**config.mk**
```make
export PLATFORM = sky130hd
export DESIGN_NAME = tac_regs
export DESIGN_NICKNAME = d
export VERILOG_FILES = /design/src/rtl/tac_pkg.sv /design/src/rtl/tac_regs.sv /design/src/rtl/tac_limit_cmp.sv
export VERILOG_INCLUDE_DIRS = /design/src /design/src/rtl
export SDC_FILE = /design/constraint.sdc
export NUM_CORES = 1
export LEC_CHECK = 0
export BUFFER_PORTS_ARGS = -buffer_cell sky130_fd_sc_hd__buf_2
export CORE_ASPECT_RATIO = 0.8
export CORE_MARGIN = 10
export CORE_UTILIZATION = 40
export DETAILED_ROUTE_END_ITERATION = 6
export GPL_TIMING_DRIVEN = 0
export SYNTH_ARGS = -nofsm -noshare
export SYNTH_HDL_FRONTEND = slang
export SYNTH_SLANG_ARGS = --single-unit
```
**constraint.sdc**
```tcl
create_clock -name i_clk -period 3.1 [get_ports i_clk]
set_input_delay 0.155 -clock i_clk [delete_from_list [all_inputs] [get_ports i_clk]]
set_output_delay 0.155 -clock i_clk [all_outputs]
set_load 0.02 [all_outputs]
```
**src/rtl/tac_consts.svh**
```systemverilog
// Constants of the thermal alarm register block: addresses, fields, values.
// Assumes inclusion by bare name from the two design modules.
`ifndef TAC_CONSTS_SVH
`define TAC_CONSTS_SVH

// Register pointer values
`define TAC_ADDR_CAP      3'h0
`define TAC_ADDR_CFG      3'h1
`define TAC_ADDR_HIGH     3'h2
`define TAC_ADDR_LOW      3'h3
`define TAC_ADDR_CRIT     3'h4

// Fixed capability word
`define TAC_CAP_VALUE     16'h007f
`define TAC_CAP_SENSOR_HALT_BEH  7

// Control word fields
`define TAC_CFG_HYSTERESIS_SELECT_HI   10
`define TAC_CFG_HYSTERESIS_SELECT_LO   9
`define TAC_CFG_HALT      8
`define TAC_CFG_CRIT_LOCK 7
`define TAC_CFG_ALRM_LOCK 6
`define TAC_CFG_CLEAR     5
`define TAC_CFG_STATUS    4
`define TAC_CFG_OUT_EN    3
`define TAC_CFG_CRIT_ONLY 2
`define TAC_CFG_POLARITY  1
`define TAC_CFG_MODE      0

// Limit word layout and reset values
`define TAC_LIM_MASK      16'h1ffc
`define TAC_LIM_SIGN      12
`define TAC_REG_RESET     16'h0000
`define TAC_RD_NONE       16'h0000

// Hysteresis in 0.0625 degree steps
`define TAC_HYSTERESIS_SELECT_NONE     7'h00
`define TAC_HYSTERESIS_SELECT_1P5      7'h18
`define TAC_HYSTERESIS_SELECT_3P0      7'h30
`define TAC_HYSTERESIS_SELECT_6P0      7'h60

`endif

```
**src/rtl/tac_pkg.sv**
```systemverilog
// Types shared by the thermal alarm register block.
// Assumes tac_consts.svh is on the include path.
package tac_pkg;

  typedef enum logic [1:0] {
    TAC_HYSTERESIS_SELECT_OFF = 2'b00,
    TAC_HYSTERESIS_SELECT_A   = 2'b01,
    TAC_HYSTERESIS_SELECT_B   = 2'b10,
    TAC_HYSTERESIS_SELECT_C   = 2'b11
  } tac_hysteresis_select_t;

  typedef enum logic [1:0] {
    TAC_CMP_HIGH = 2'b00,
    TAC_CMP_LOW  = 2'b01,
    TAC_CMP_CRIT = 2'b10
  } tac_cmp_kind_t;

endpackage

```
**src/rtl/tac_regs.sv**
```systemverilog
// Alarm configuration, capability and limit registers of the thermal unit,
// with the alert pin logic. Assumes the serial engine presents one-cycle
// read and write strobes with a register pointer, and the converter gives
// the recorded temperature on i_temp in this clock domain.
`timescale 1ns/1ps
`include "tac_consts.svh"
// Overview of operation
// Reserved upper bits ignore writes, read zero
// Capability bit 7 reports shutdown alert behaviour
// Capability bit 6 reports bus timeout range
// Capability bits 4:3 report resolution code
// Capability bits 5,2,1,0 report fixed features
// Bits 10:9 select hysteresis amount
// Halt bit stops converter, cleared at reset
// Halt cannot be set while locked
// Critical lock freezes critical limit, sticky
// Alarm lock freezes high/low limits, sticky
// Locks freeze hysteresis, enable, polarity, mode
// Clear bit releases latched interrupt, reads zero
// No clear while above critical limit, except while halted
// Status bit mirrors asserted alert, gated by enable
// Clear works during halt; nothing sets status
// Disabled output released or driven low by polarity
// Critical-only mode; not settable under alarm lock
// Polarity and comparator/interrupt mode select
// Limits: sign bit 12, 0.25 degree LSB
// Limit bits 15:13 and 1:0 read zero
// All writable registers reset to zero
// Interrupt mode latches window crossings and critical rises; only critical rises in critical-only
// Comparator follows window; critical-only above critical
// Values compared as two's complement
// Blocked writes silently ignored
module tac_regs
  import tac_pkg::*;
(
  input  wire logic        i_clk,
  input  wire logic        i_rst,
  input  wire logic        i_wr_en,
  input  wire logic        i_rd_en,
  input  wire logic [2:0]  i_addr,
  input  wire logic [15:0] i_wdata,
  input  wire logic [12:0] i_temp,
  output logic [15:0]      o_rdata,
  output logic             o_sensor_halt,
  output logic             o_alert_o,
  output logic             o_alert_oe
);

  // Control word state
  tac_hysteresis_select_t   hysteresis_select_ff;
  logic        halt_ff;
  logic        crit_lock_ff;
  logic        alarm_lock_ff;
  logic        out_en_ff;
  logic        crit_only_ff;
  logic        polarity_ff;
  logic        mode_ff;
  logic        status_ff;
  logic        latch_ff;
  logic        clr_pend_ff;
  logic [2:0]  prev_trip_ff;
  // Limit words
  logic [15:0] hi_lim_ff;
  logic [15:0] lo_lim_ff;
  logic [15:0] cr_lim_ff;
  // Output stage
  logic [15:0] rdata_ff;
  logic        alert_oe_ff;
  logic        alert_o_ff;

  tac_hysteresis_select_t   nxt_hysteresis_select;
  logic        nxt_halt;
  logic        nxt_crit_lock;
  logic        nxt_alarm_lock;
  logic        nxt_out_en;
  logic        nxt_crit_only;
  logic        nxt_polarity;
  logic        nxt_mode;
  logic        nxt_status;
  logic        nxt_latch;
  logic        nxt_clr_pend;
  logic [15:0] nxt_hi_lim;
  logic [15:0] nxt_lo_lim;
  logic [15:0] nxt_cr_lim;
  logic [15:0] nxt_rdata;
  logic        nxt_asserted;
  logic        nxt_alert_oe;

  logic        cfg_wr;
  logic        hi_wr;
  logic        lo_wr;
  logic        cr_wr;
  logic        locked;
  logic        clr_req;
  logic        run;
  logic        halt_start;
  logic [6:0]  hysteresis_select_amt;
  logic [2:0]  trip;
  logic        window_out;
  logic        crit_hit;
  logic        cond;
  logic        event_hit;
  logic        clr_now;
  logic [15:0] cfg_rd;
  logic [15:0] rd_mux;
  // Pointer decode and event wires
  logic [15:0] cap_word;
  logic        sel_cap;
  logic        sel_cfg;
  logic        sel_high;
  logic        sel_low;
  logic        sel_crit;
  logic        cfg_free;
  logic        halt_clears;
  logic        hi_cross;
  logic        lo_cross;
  logic        cr_rise;

  // Address decode
  assign sel_cap  = (i_addr == `TAC_ADDR_CAP);
  assign sel_cfg  = (i_addr == `TAC_ADDR_CFG);
  assign sel_high = (i_addr == `TAC_ADDR_HIGH);
  assign sel_low  = (i_addr == `TAC_ADDR_LOW);
  assign sel_crit = (i_addr == `TAC_ADDR_CRIT);
  assign cfg_wr   = i_wr_en && sel_cfg;
  assign hi_wr    = i_wr_en && sel_high;
  assign lo_wr    = i_wr_en && sel_low;
  assign cr_wr    = i_wr_en && sel_crit;

  assign locked  = crit_lock_ff | alarm_lock_ff;
  assign clr_req = cfg_wr & i_wdata[`TAC_CFG_CLEAR];
  assign run     = !halt_ff;
  assign cfg_free = cfg_wr && !locked;

  // Fixed capability word
  assign cap_word = `TAC_CAP_VALUE;

  // Frozen fields under either lock
  assign nxt_hysteresis_select = cfg_free ?
                    tac_hysteresis_select_t'(i_wdata[`TAC_CFG_HYSTERESIS_SELECT_HI:`TAC_CFG_HYSTERESIS_SELECT_LO]) :
                    hysteresis_select_ff;
  assign nxt_out_en   = cfg_free ? i_wdata[`TAC_CFG_OUT_EN] :
                        out_en_ff;
  assign nxt_polarity = cfg_free ? i_wdata[`TAC_CFG_POLARITY] :
                        polarity_ff;
  assign nxt_mode     = cfg_free ? i_wdata[`TAC_CFG_MODE] :
                        mode_ff;

  // Halt may always be cleared, set only when unlocked
  assign nxt_halt = cfg_wr ? (i_wdata[`TAC_CFG_HALT] & (!locked | halt_ff)) :
                    halt_ff;
  assign halt_start = nxt_halt & !halt_ff;

  // Sticky locks, only reset clears them
  assign nxt_crit_lock  = crit_lock_ff |
                          (cfg_wr & i_wdata[`TAC_CFG_CRIT_LOCK]);
  assign nxt_alarm_lock = alarm_lock_ff |
                          (cfg_wr & i_wdata[`TAC_CFG_ALRM_LOCK]);

  // Critical-only may drop under alarm lock but not rise
  assign nxt_crit_only = cfg_wr ?
                         (i_wdata[`TAC_CFG_CRIT_ONLY] &
                          (!alarm_lock_ff | crit_only_ff)) :
                         crit_only_ff;

  // Limit words keep only sign and ten magnitude bits
  assign nxt_hi_lim = (hi_wr && !alarm_lock_ff) ? (i_wdata & `TAC_LIM_MASK) :
                      hi_lim_ff;
  assign nxt_lo_lim = (lo_wr && !alarm_lock_ff) ? (i_wdata & `TAC_LIM_MASK) :
                      lo_lim_ff;
  assign nxt_cr_lim = (cr_wr && !crit_lock_ff) ? (i_wdata & `TAC_LIM_MASK) :
                      cr_lim_ff;

  // Hysteresis amount
  assign hysteresis_select_amt = (hysteresis_select_ff == TAC_HYSTERESIS_SELECT_A) ? `TAC_HYSTERESIS_SELECT_1P5 :
                    (hysteresis_select_ff == TAC_HYSTERESIS_SELECT_B) ? `TAC_HYSTERESIS_SELECT_3P0 :
                    (hysteresis_select_ff == TAC_HYSTERESIS_SELECT_C) ? `TAC_HYSTERESIS_SELECT_6P0 :
                                              `TAC_HYSTERESIS_SELECT_NONE;

  // Three comparators: high, low, critical
  genvar g;
  generate
    for (g = 0; g < 3; g = g + 1) begin : g_cmp
      logic [12:0]   lim_sel;
      tac_cmp_kind_t kind_sel;
      assign lim_sel  = (g == 0) ? hi_lim_ff[12:0] :
                        (g == 1) ? lo_lim_ff[12:0] : cr_lim_ff[12:0];
      assign kind_sel = (g == 0) ? TAC_CMP_HIGH :
                        (g == 1) ? TAC_CMP_LOW : TAC_CMP_CRIT;
      tac_limit_cmp u_cmp (
        .i_clk   (i_clk),
        .i_rst   (i_rst),
        .i_run   (run),
        .i_kind  (kind_sel),
        .i_temp  (i_temp),
        .i_limit (lim_sel),
        .i_hysteresis_select  (hysteresis_select_amt),
        .o_trip  (trip[g])
      );
    end
  endgenerate

  assign window_out = trip[0] | trip[1];
  assign crit_hit   = trip[2];
  assign cond       = crit_only_ff ? crit_hit : (window_out | crit_hit);

  // Crossings in either direction of the alarm window, rise of critical
  assign hi_cross  = trip[0] ^ prev_trip_ff[0];
  assign lo_cross  = trip[1] ^ prev_trip_ff[1];
  assign cr_rise   = crit_hit & !prev_trip_ff[2];
  assign event_hit = run & (crit_only_ff ? cr_rise :
                            (hi_cross | lo_cross | cr_rise));

  // Clear held off while running above critical, then executed
  assign clr_now = (clr_req | clr_pend_ff) & !crit_hit;
  assign nxt_clr_pend = (!mode_ff || !run) ? 1'b0 :
                        (clr_req && crit_hit) ? 1'b1 :
                        !crit_hit ? 1'b0 : clr_pend_ff;

  // Set wins over clear in the same cycle
  assign nxt_latch = !mode_ff ? 1'b0 :
                     !run ? (clr_req ? 1'b0 : latch_ff) :
                     event_hit ? 1'b1 :
                     clr_now ? 1'b0 : latch_ff;

  // Capability bit 7 decides whether halting drops the status
  assign halt_clears = halt_start & cap_word[`TAC_CAP_SENSOR_HALT_BEH];

  assign nxt_status = halt_clears ? 1'b0 :
                      !run ? (clr_req ? 1'b0 : status_ff) :
                      mode_ff ? (nxt_latch | crit_hit) : cond;

  // Pin: disabled reads as deasserted, polarity picks released level
  assign nxt_asserted = nxt_status & nxt_out_en;
  assign nxt_alert_oe = nxt_polarity ? !nxt_asserted : nxt_asserted;

  // Read-back of the control word
  assign cfg_rd = {5'h00, hysteresis_select_ff, halt_ff, crit_lock_ff, alarm_lock_ff,
                   1'b0, status_ff & out_en_ff, out_en_ff, crit_only_ff,
                   polarity_ff, mode_ff};

  assign rd_mux = sel_cap  ? cap_word :
                  sel_cfg  ? cfg_rd :
                  sel_high ? hi_lim_ff :
                  sel_low  ? lo_lim_ff :
                  sel_crit ? cr_lim_ff :
                             `TAC_RD_NONE;
  assign nxt_rdata = i_rd_en ? rd_mux : rdata_ff;

  // Halt and sticky locks
  always_ff @(posedge i_clk) begin
    if (i_rst) begin
      halt_ff       <= 1'b0;
      crit_lock_ff  <= 1'b0;
      alarm_lock_ff <= 1'b0;
    end else begin
      halt_ff       <= nxt_halt;
      crit_lock_ff  <= nxt_crit_lock;
      alarm_lock_ff <= nxt_alarm_lock;
    end
  end

  always_ff @(posedge i_clk) begin
    if (i_rst) begin
      hysteresis_select_ff      <= TAC_HYSTERESIS_SELECT_OFF;
      out_en_ff    <= 1'b0;
      crit_only_ff <= 1'b0;
      polarity_ff  <= 1'b0;
      mode_ff      <= 1'b0;
    end else begin
      hysteresis_select_ff      <= nxt_hysteresis_select;
      out_en_ff    <= nxt_out_en;
      crit_only_ff <= nxt_crit_only;
      polarity_ff  <= nxt_polarity;
      mode_ff      <= nxt_mode;
    end
  end

  always_ff @(posedge i_clk) begin
    if (i_rst) begin
      status_ff   <= 1'b0;
      latch_ff    <= 1'b0;
      clr_pend_ff <= 1'b0;
    end else begin
      status_ff   <= nxt_status;
      latch_ff    <= nxt_latch;
      clr_pend_ff <= nxt_clr_pend;
    end
  end

  // Last trips, for crossing detection
  always_ff @(posedge i_clk) begin
    if (i_rst) begin
      prev_trip_ff <= 3'h0;
    end else begin
      prev_trip_ff <= trip;
    end
  end

  // Alarm limits
  always_ff @(posedge i_clk) begin
    if (i_rst) begin
      hi_lim_ff <= `TAC_REG_RESET;
      lo_lim_ff <= `TAC_REG_RESET;
    end else begin
      hi_lim_ff <= nxt_hi_lim;
      lo_lim_ff <= nxt_lo_lim;
    end
  end

  // Critical limit, on its own lock
  always_ff @(posedge i_clk) begin
    if (i_rst) begin
      cr_lim_ff <= `TAC_REG_RESET;
    end else begin
      cr_lim_ff <= nxt_cr_lim;
    end
  end

  // Read data holds between read strobes
  always_ff @(posedge i_clk) begin
    if (i_rst) begin
      rdata_ff <= `TAC_RD_NONE;
    end else begin
      rdata_ff <= nxt_rdata;
    end
  end

  // Pin drive registered so the pad never glitches
  always_ff @(posedge i_clk) begin
    if (i_rst) begin
      alert_oe_ff <= 1'b0;
      alert_o_ff  <= 1'b0;
    end else begin
      alert_oe_ff <= nxt_alert_oe;
      alert_o_ff  <= 1'b0;
    end
  end

  assign o_rdata       = rdata_ff;
  assign o_sensor_halt = halt_ff;
  assign o_alert_o     = alert_o_ff;
  assign o_alert_oe    = alert_oe_ff;

endmodule // tac_regs

```
**src/rtl/tac_limit_cmp.sv**
```systemverilog
// One limit comparator with hysteresis, holding its trip state.
// Assumes temperature and limit share the 13-bit two's complement scale.
`timescale 1ns/1ps
`include "tac_consts.svh"
module tac_limit_cmp
  import tac_pkg::*;
(
  input  wire logic          i_clk,
  input  wire logic          i_rst,
  input  wire logic          i_run,
  input  wire tac_cmp_kind_t i_kind,
  input  wire logic [12:0]   i_temp,
  input  wire logic [12:0]   i_limit,
  input  wire logic [6:0]    i_hysteresis_select,
  output logic               o_trip
);

  logic               trip_ff;
  logic               nxt_trip;
  logic signed [13:0] temp_w;
  logic signed [13:0] lim_w;
  logic signed [13:0] hysteresis_select_w;
  logic signed [13:0] lim_dn;
  logic signed [13:0] lim_up;
  logic               set_w;
  logic               rel_w;

  // Sign extension keeps the compare two's complement
  assign temp_w = $signed({i_temp[`TAC_LIM_SIGN], i_temp});
  assign lim_w  = $signed({i_limit[`TAC_LIM_SIGN], i_limit});
  assign hysteresis_select_w = $signed({7'h00, i_hysteresis_select});
  assign lim_dn = lim_w - hysteresis_select_w;
  assign lim_up = lim_w + hysteresis_select_w;

  assign set_w = (i_kind == TAC_CMP_HIGH) ? (temp_w >  lim_w)  :
                 (i_kind == TAC_CMP_LOW)  ? (temp_w <  lim_w)  :
                                            (temp_w >= lim_w);
  assign rel_w = (i_kind == TAC_CMP_HIGH) ? (temp_w <= lim_dn) :
                 (i_kind == TAC_CMP_LOW)  ? (temp_w >= lim_up) :
                                            (temp_w <  lim_dn);
  // Frozen while halted so nothing new trips
  assign nxt_trip = !i_run ? trip_ff : (trip_ff ? !rel_w : set_w);

  always_ff @(posedge i_clk) begin
    if (i_rst) begin
      trip_ff <= 1'b0;
    end else begin
      trip_ff <= nxt_trip;
    end
  end

  assign o_trip = trip_ff;

endmodule // tac_limit_cmp

```
==> impl_metrics.tcl <==
set metrics [dict create \
    endpoint_kind "flop" \
    ctsHtreeMaxLevel 3 \
    crit_arrival_ps 3440 \
    drt_first_pass_iters 5 \
    maxCapViolations 0 \
    drt-total-wl_um 15500 \
    area_growth_pct 19.2 \
    critPathRequiredTime_ps 3320 \
    yosys-top-cells-count "82 x nor2_1, 80 x ha_1, 65 x dfxtp_1, 50 x inv_1, 48 x a21oi_1" \
    path_clk_slew_ps 50 \
    die_y_um 121 \
    clock-sinks 65 \
    preCtsSetupSlack_ps -714 \
    antenna_found_initial 0 \
    fin_crit_sh_pct 104 \
    worstMarginPinSlew_ps 683 \
    die_w_um 146 \
    io_pins 55 \
    violations "negative setup slack" \
    remaining_drc_errors 0 \
    cts_tree "yes" \
    report.power.total_w 0.00240 \
    grtUsageTotal_pct 17.4 \
    crit_top_cell "ha_1" \
    post_route_cells_drive_above_1_share_pct 17.6 \
    maxSlewViolCount 0 \
    grt_max_degree 11 \
    ir_drop_mv 0.248 \
    yosysWarnings 0 \
    vias 4700 \
    synth_largest_area_cell "dfxtp_1" \
    yosys.cell_types.count 58 \
    grt_pass1_vias 4590 \
    num-nets-final 793 \
    clock.fmax_mhz 310 \
    start_util_pct 41.2 \
    finalSetupViolCount 2 \
    synth.area.top_cells "dfxtp_1 26%, ha_1 20%, mux2i_1 8.9%, nor2_1 6.1%, a21oi_1 4.7%" \
    syn_inst 607 \
    clock_latency_ps 330 \
    viasPerCell 5.52 \
    cp_max_fo 3 \
    drt_iter0_markers 318 \
    status "complete, but fails checks" \
    yosysTopAreaCellShare_pct 25.7 \
    crit_buf_inv 1 \
    hpwl_um 12300 \
    synth_area_per_cell_um2 8.35 \
    ant_nets 0 \
    hold_viol 0 \
    postSynth.asyncResetShare_pct 0 \
    rsz0062_at_grt "yes" \
    wl_per_cell_um 18.2 \
    cp_top_family "simple AND/OR/NAND/NOR gates" \
    cts-root-buf "clkbuf_16" \
    synthFlopType "dfxtp_1" \
    power_density_mw_per_mm2 398 \
    holdCritPathClass "primary input to flop" \
    cp_slowest_stage_delay_ps 370 \
    grt_overflow 0 \
    clock_skew_ps 5.01 \
    crit_type "flop to flop" \
    power_leakage_nw 2.54 \
    gp_congestion 0.912 \
    core_mm2 0.0123 \
    slew-limit-headroom_pct 54.2 \
    ys_seq_elements 65 \
    num_antenna_cells 0 \
    syn_area_mm2 0.00507 \
    ys_seq_area_share_pct 25.7 \
    grt_pass1_wl_um 24700 \
    cts_max_path_buffers 2 \
    layout_min_cycle_time_ps 3220 \
    fin_ws_ps -121 \
    synth_edf_count 0 \
    io_buffers 46 \
    cts-hold-fix-buffers 0 \
    cp-start-kind "flop" \
    num_rows 36 \
    crit_chain "inv_4, ha_4, ha_1, nor2b_1, o21a_1, o21ai_2, nand2b_1, nor4_2, xnor2_1, ha_1, and4_4, nand3_4, nor4_4, a21oi_1, o21ai_1, o2bb2ai_1" \
    numCtsBuffers 9 \
    die_area_mm2 0.0176 \
    crit_slowest_cell "dfxtp_4" \
    synth_most_common_cell "nor2_1" \
]
-- layout by cell type, fill, tap and decap left out, types with 10 or more instances in the layout --
master | synthesis | layout
a21o_1 | 12 | 12
nor3_1 | 14 | 11
nor2b_1 | 15 | 14
o21ai_0 | 17 | 12
a211oi_1 | 14 | 11
buf_4 | 4 | 13
nand2_1 | 20 | 20
buf_2 | 7 | 53
nor2_1 | 82 | 81
xnor2_1 | 20 | 20
nand4_1 | 12 | 12
a21oi_1 | 48 | 42
inv_1 | 50 | 48
mux2i_1 | 45 | 45
ha_1 | 80 | 77
dfxtp_1 | 65 | 63
clkbuf_1 | 9 | 10
-- metal layers --
layer / share of wire [%] / global-route usage, %
met5: 0 / 0
met4: 0.98 / 4.54
met3: 6.8 / 3.65
met2: 44 / 26.2
met1: 48 / 24.6
-- cell families after synthesis --
| group | count (synthesis) | share of synthesized area, % |
|---|---|---|
| AO/OA/AOI/OAI | 130 | 16.6 |
| XOR/XNOR | 24 | 4.15 |
| adder cells (fa/ha/maj) | 83 | 20.5 |
| buffers and inverters | 74 | 5.97 |
| flip-flops | 65 | 25.7 |
| multiplexers | 45 | 8.88 |
| other | 1 | 0.0740 |
| AND/OR/NAND/NOR | 185 | 18.1 |
-- cell type report --
type                       instances  area (um^2)
buffer                            24          124
clock buffer                      11          243
clock inverter                     4         20.0
fill                            1199         6250
inverter                          50          190
multi-input combinational        471         3650
sequential                        65         1310
tap                              171          214
timing repair buffer              55          298
-- per-stage QoR --
stage | cell area, um^2 | setup TNS, ps | std cells | utilization (%) | hold WS, ps
finish | 6040 | -210 | 851 | 49.2 | 48.1
CTS | 5990 | -109 | 850 | 48.7 | 50.3
global route | 6040 | -618 | 851 | 49.2 | 56.3
detailed placement | 5550 | -1370 | 827 | 45.1 | 401
floorplan | 5110 | 0 | 610 | - | 235
global placement | 5550 | -1340 | 827 | 45.1 | 397
-- repair_timing --
item / CTS / global route
endpoints found under the hold margin: 0 / 0
endpoints found under the setup margin: 3 / 3
pin swaps: 16 / 15
cloned: 0 / 0
setup buffers: 8 / 1
resized for setup: 30 / 11
-- power breakdown --
part,switching (W),internal (W)
Sequential,0.0000415,0.000869
Combinational,0.000332,0.000258
Clock,0.000353,0.000552
-- registers in the layout, summed over array words and instances, names as in the netlist, 2 cells and up --
name and count:
cr_lim_ff 11, g_cmp.u_cmp.o_trip 3, prev_trip_ff 3, lo_lim_ff 11, o_rdata 13, hi_lim_ff 11
hysteresis_select_ff 2
-- path summary, 6_finish.rpt --
kind / slack (ps) / cells past startpoint / to / startpoint
max: -120 / 16 / g_cmp[0].u_cmp.o_trip / hysteresis_select_ff[1]
min: 50 / 2 / prev_trip_ff[0] / i_rst
max reg2reg: -120 / 16 / g_cmp[0].u_cmp.o_trip / hysteresis_select_ff[1]
min reg2reg: 480 / 2 / o_rdata[0] / o_rdata[0]
(Power assumes the default switching activity.)
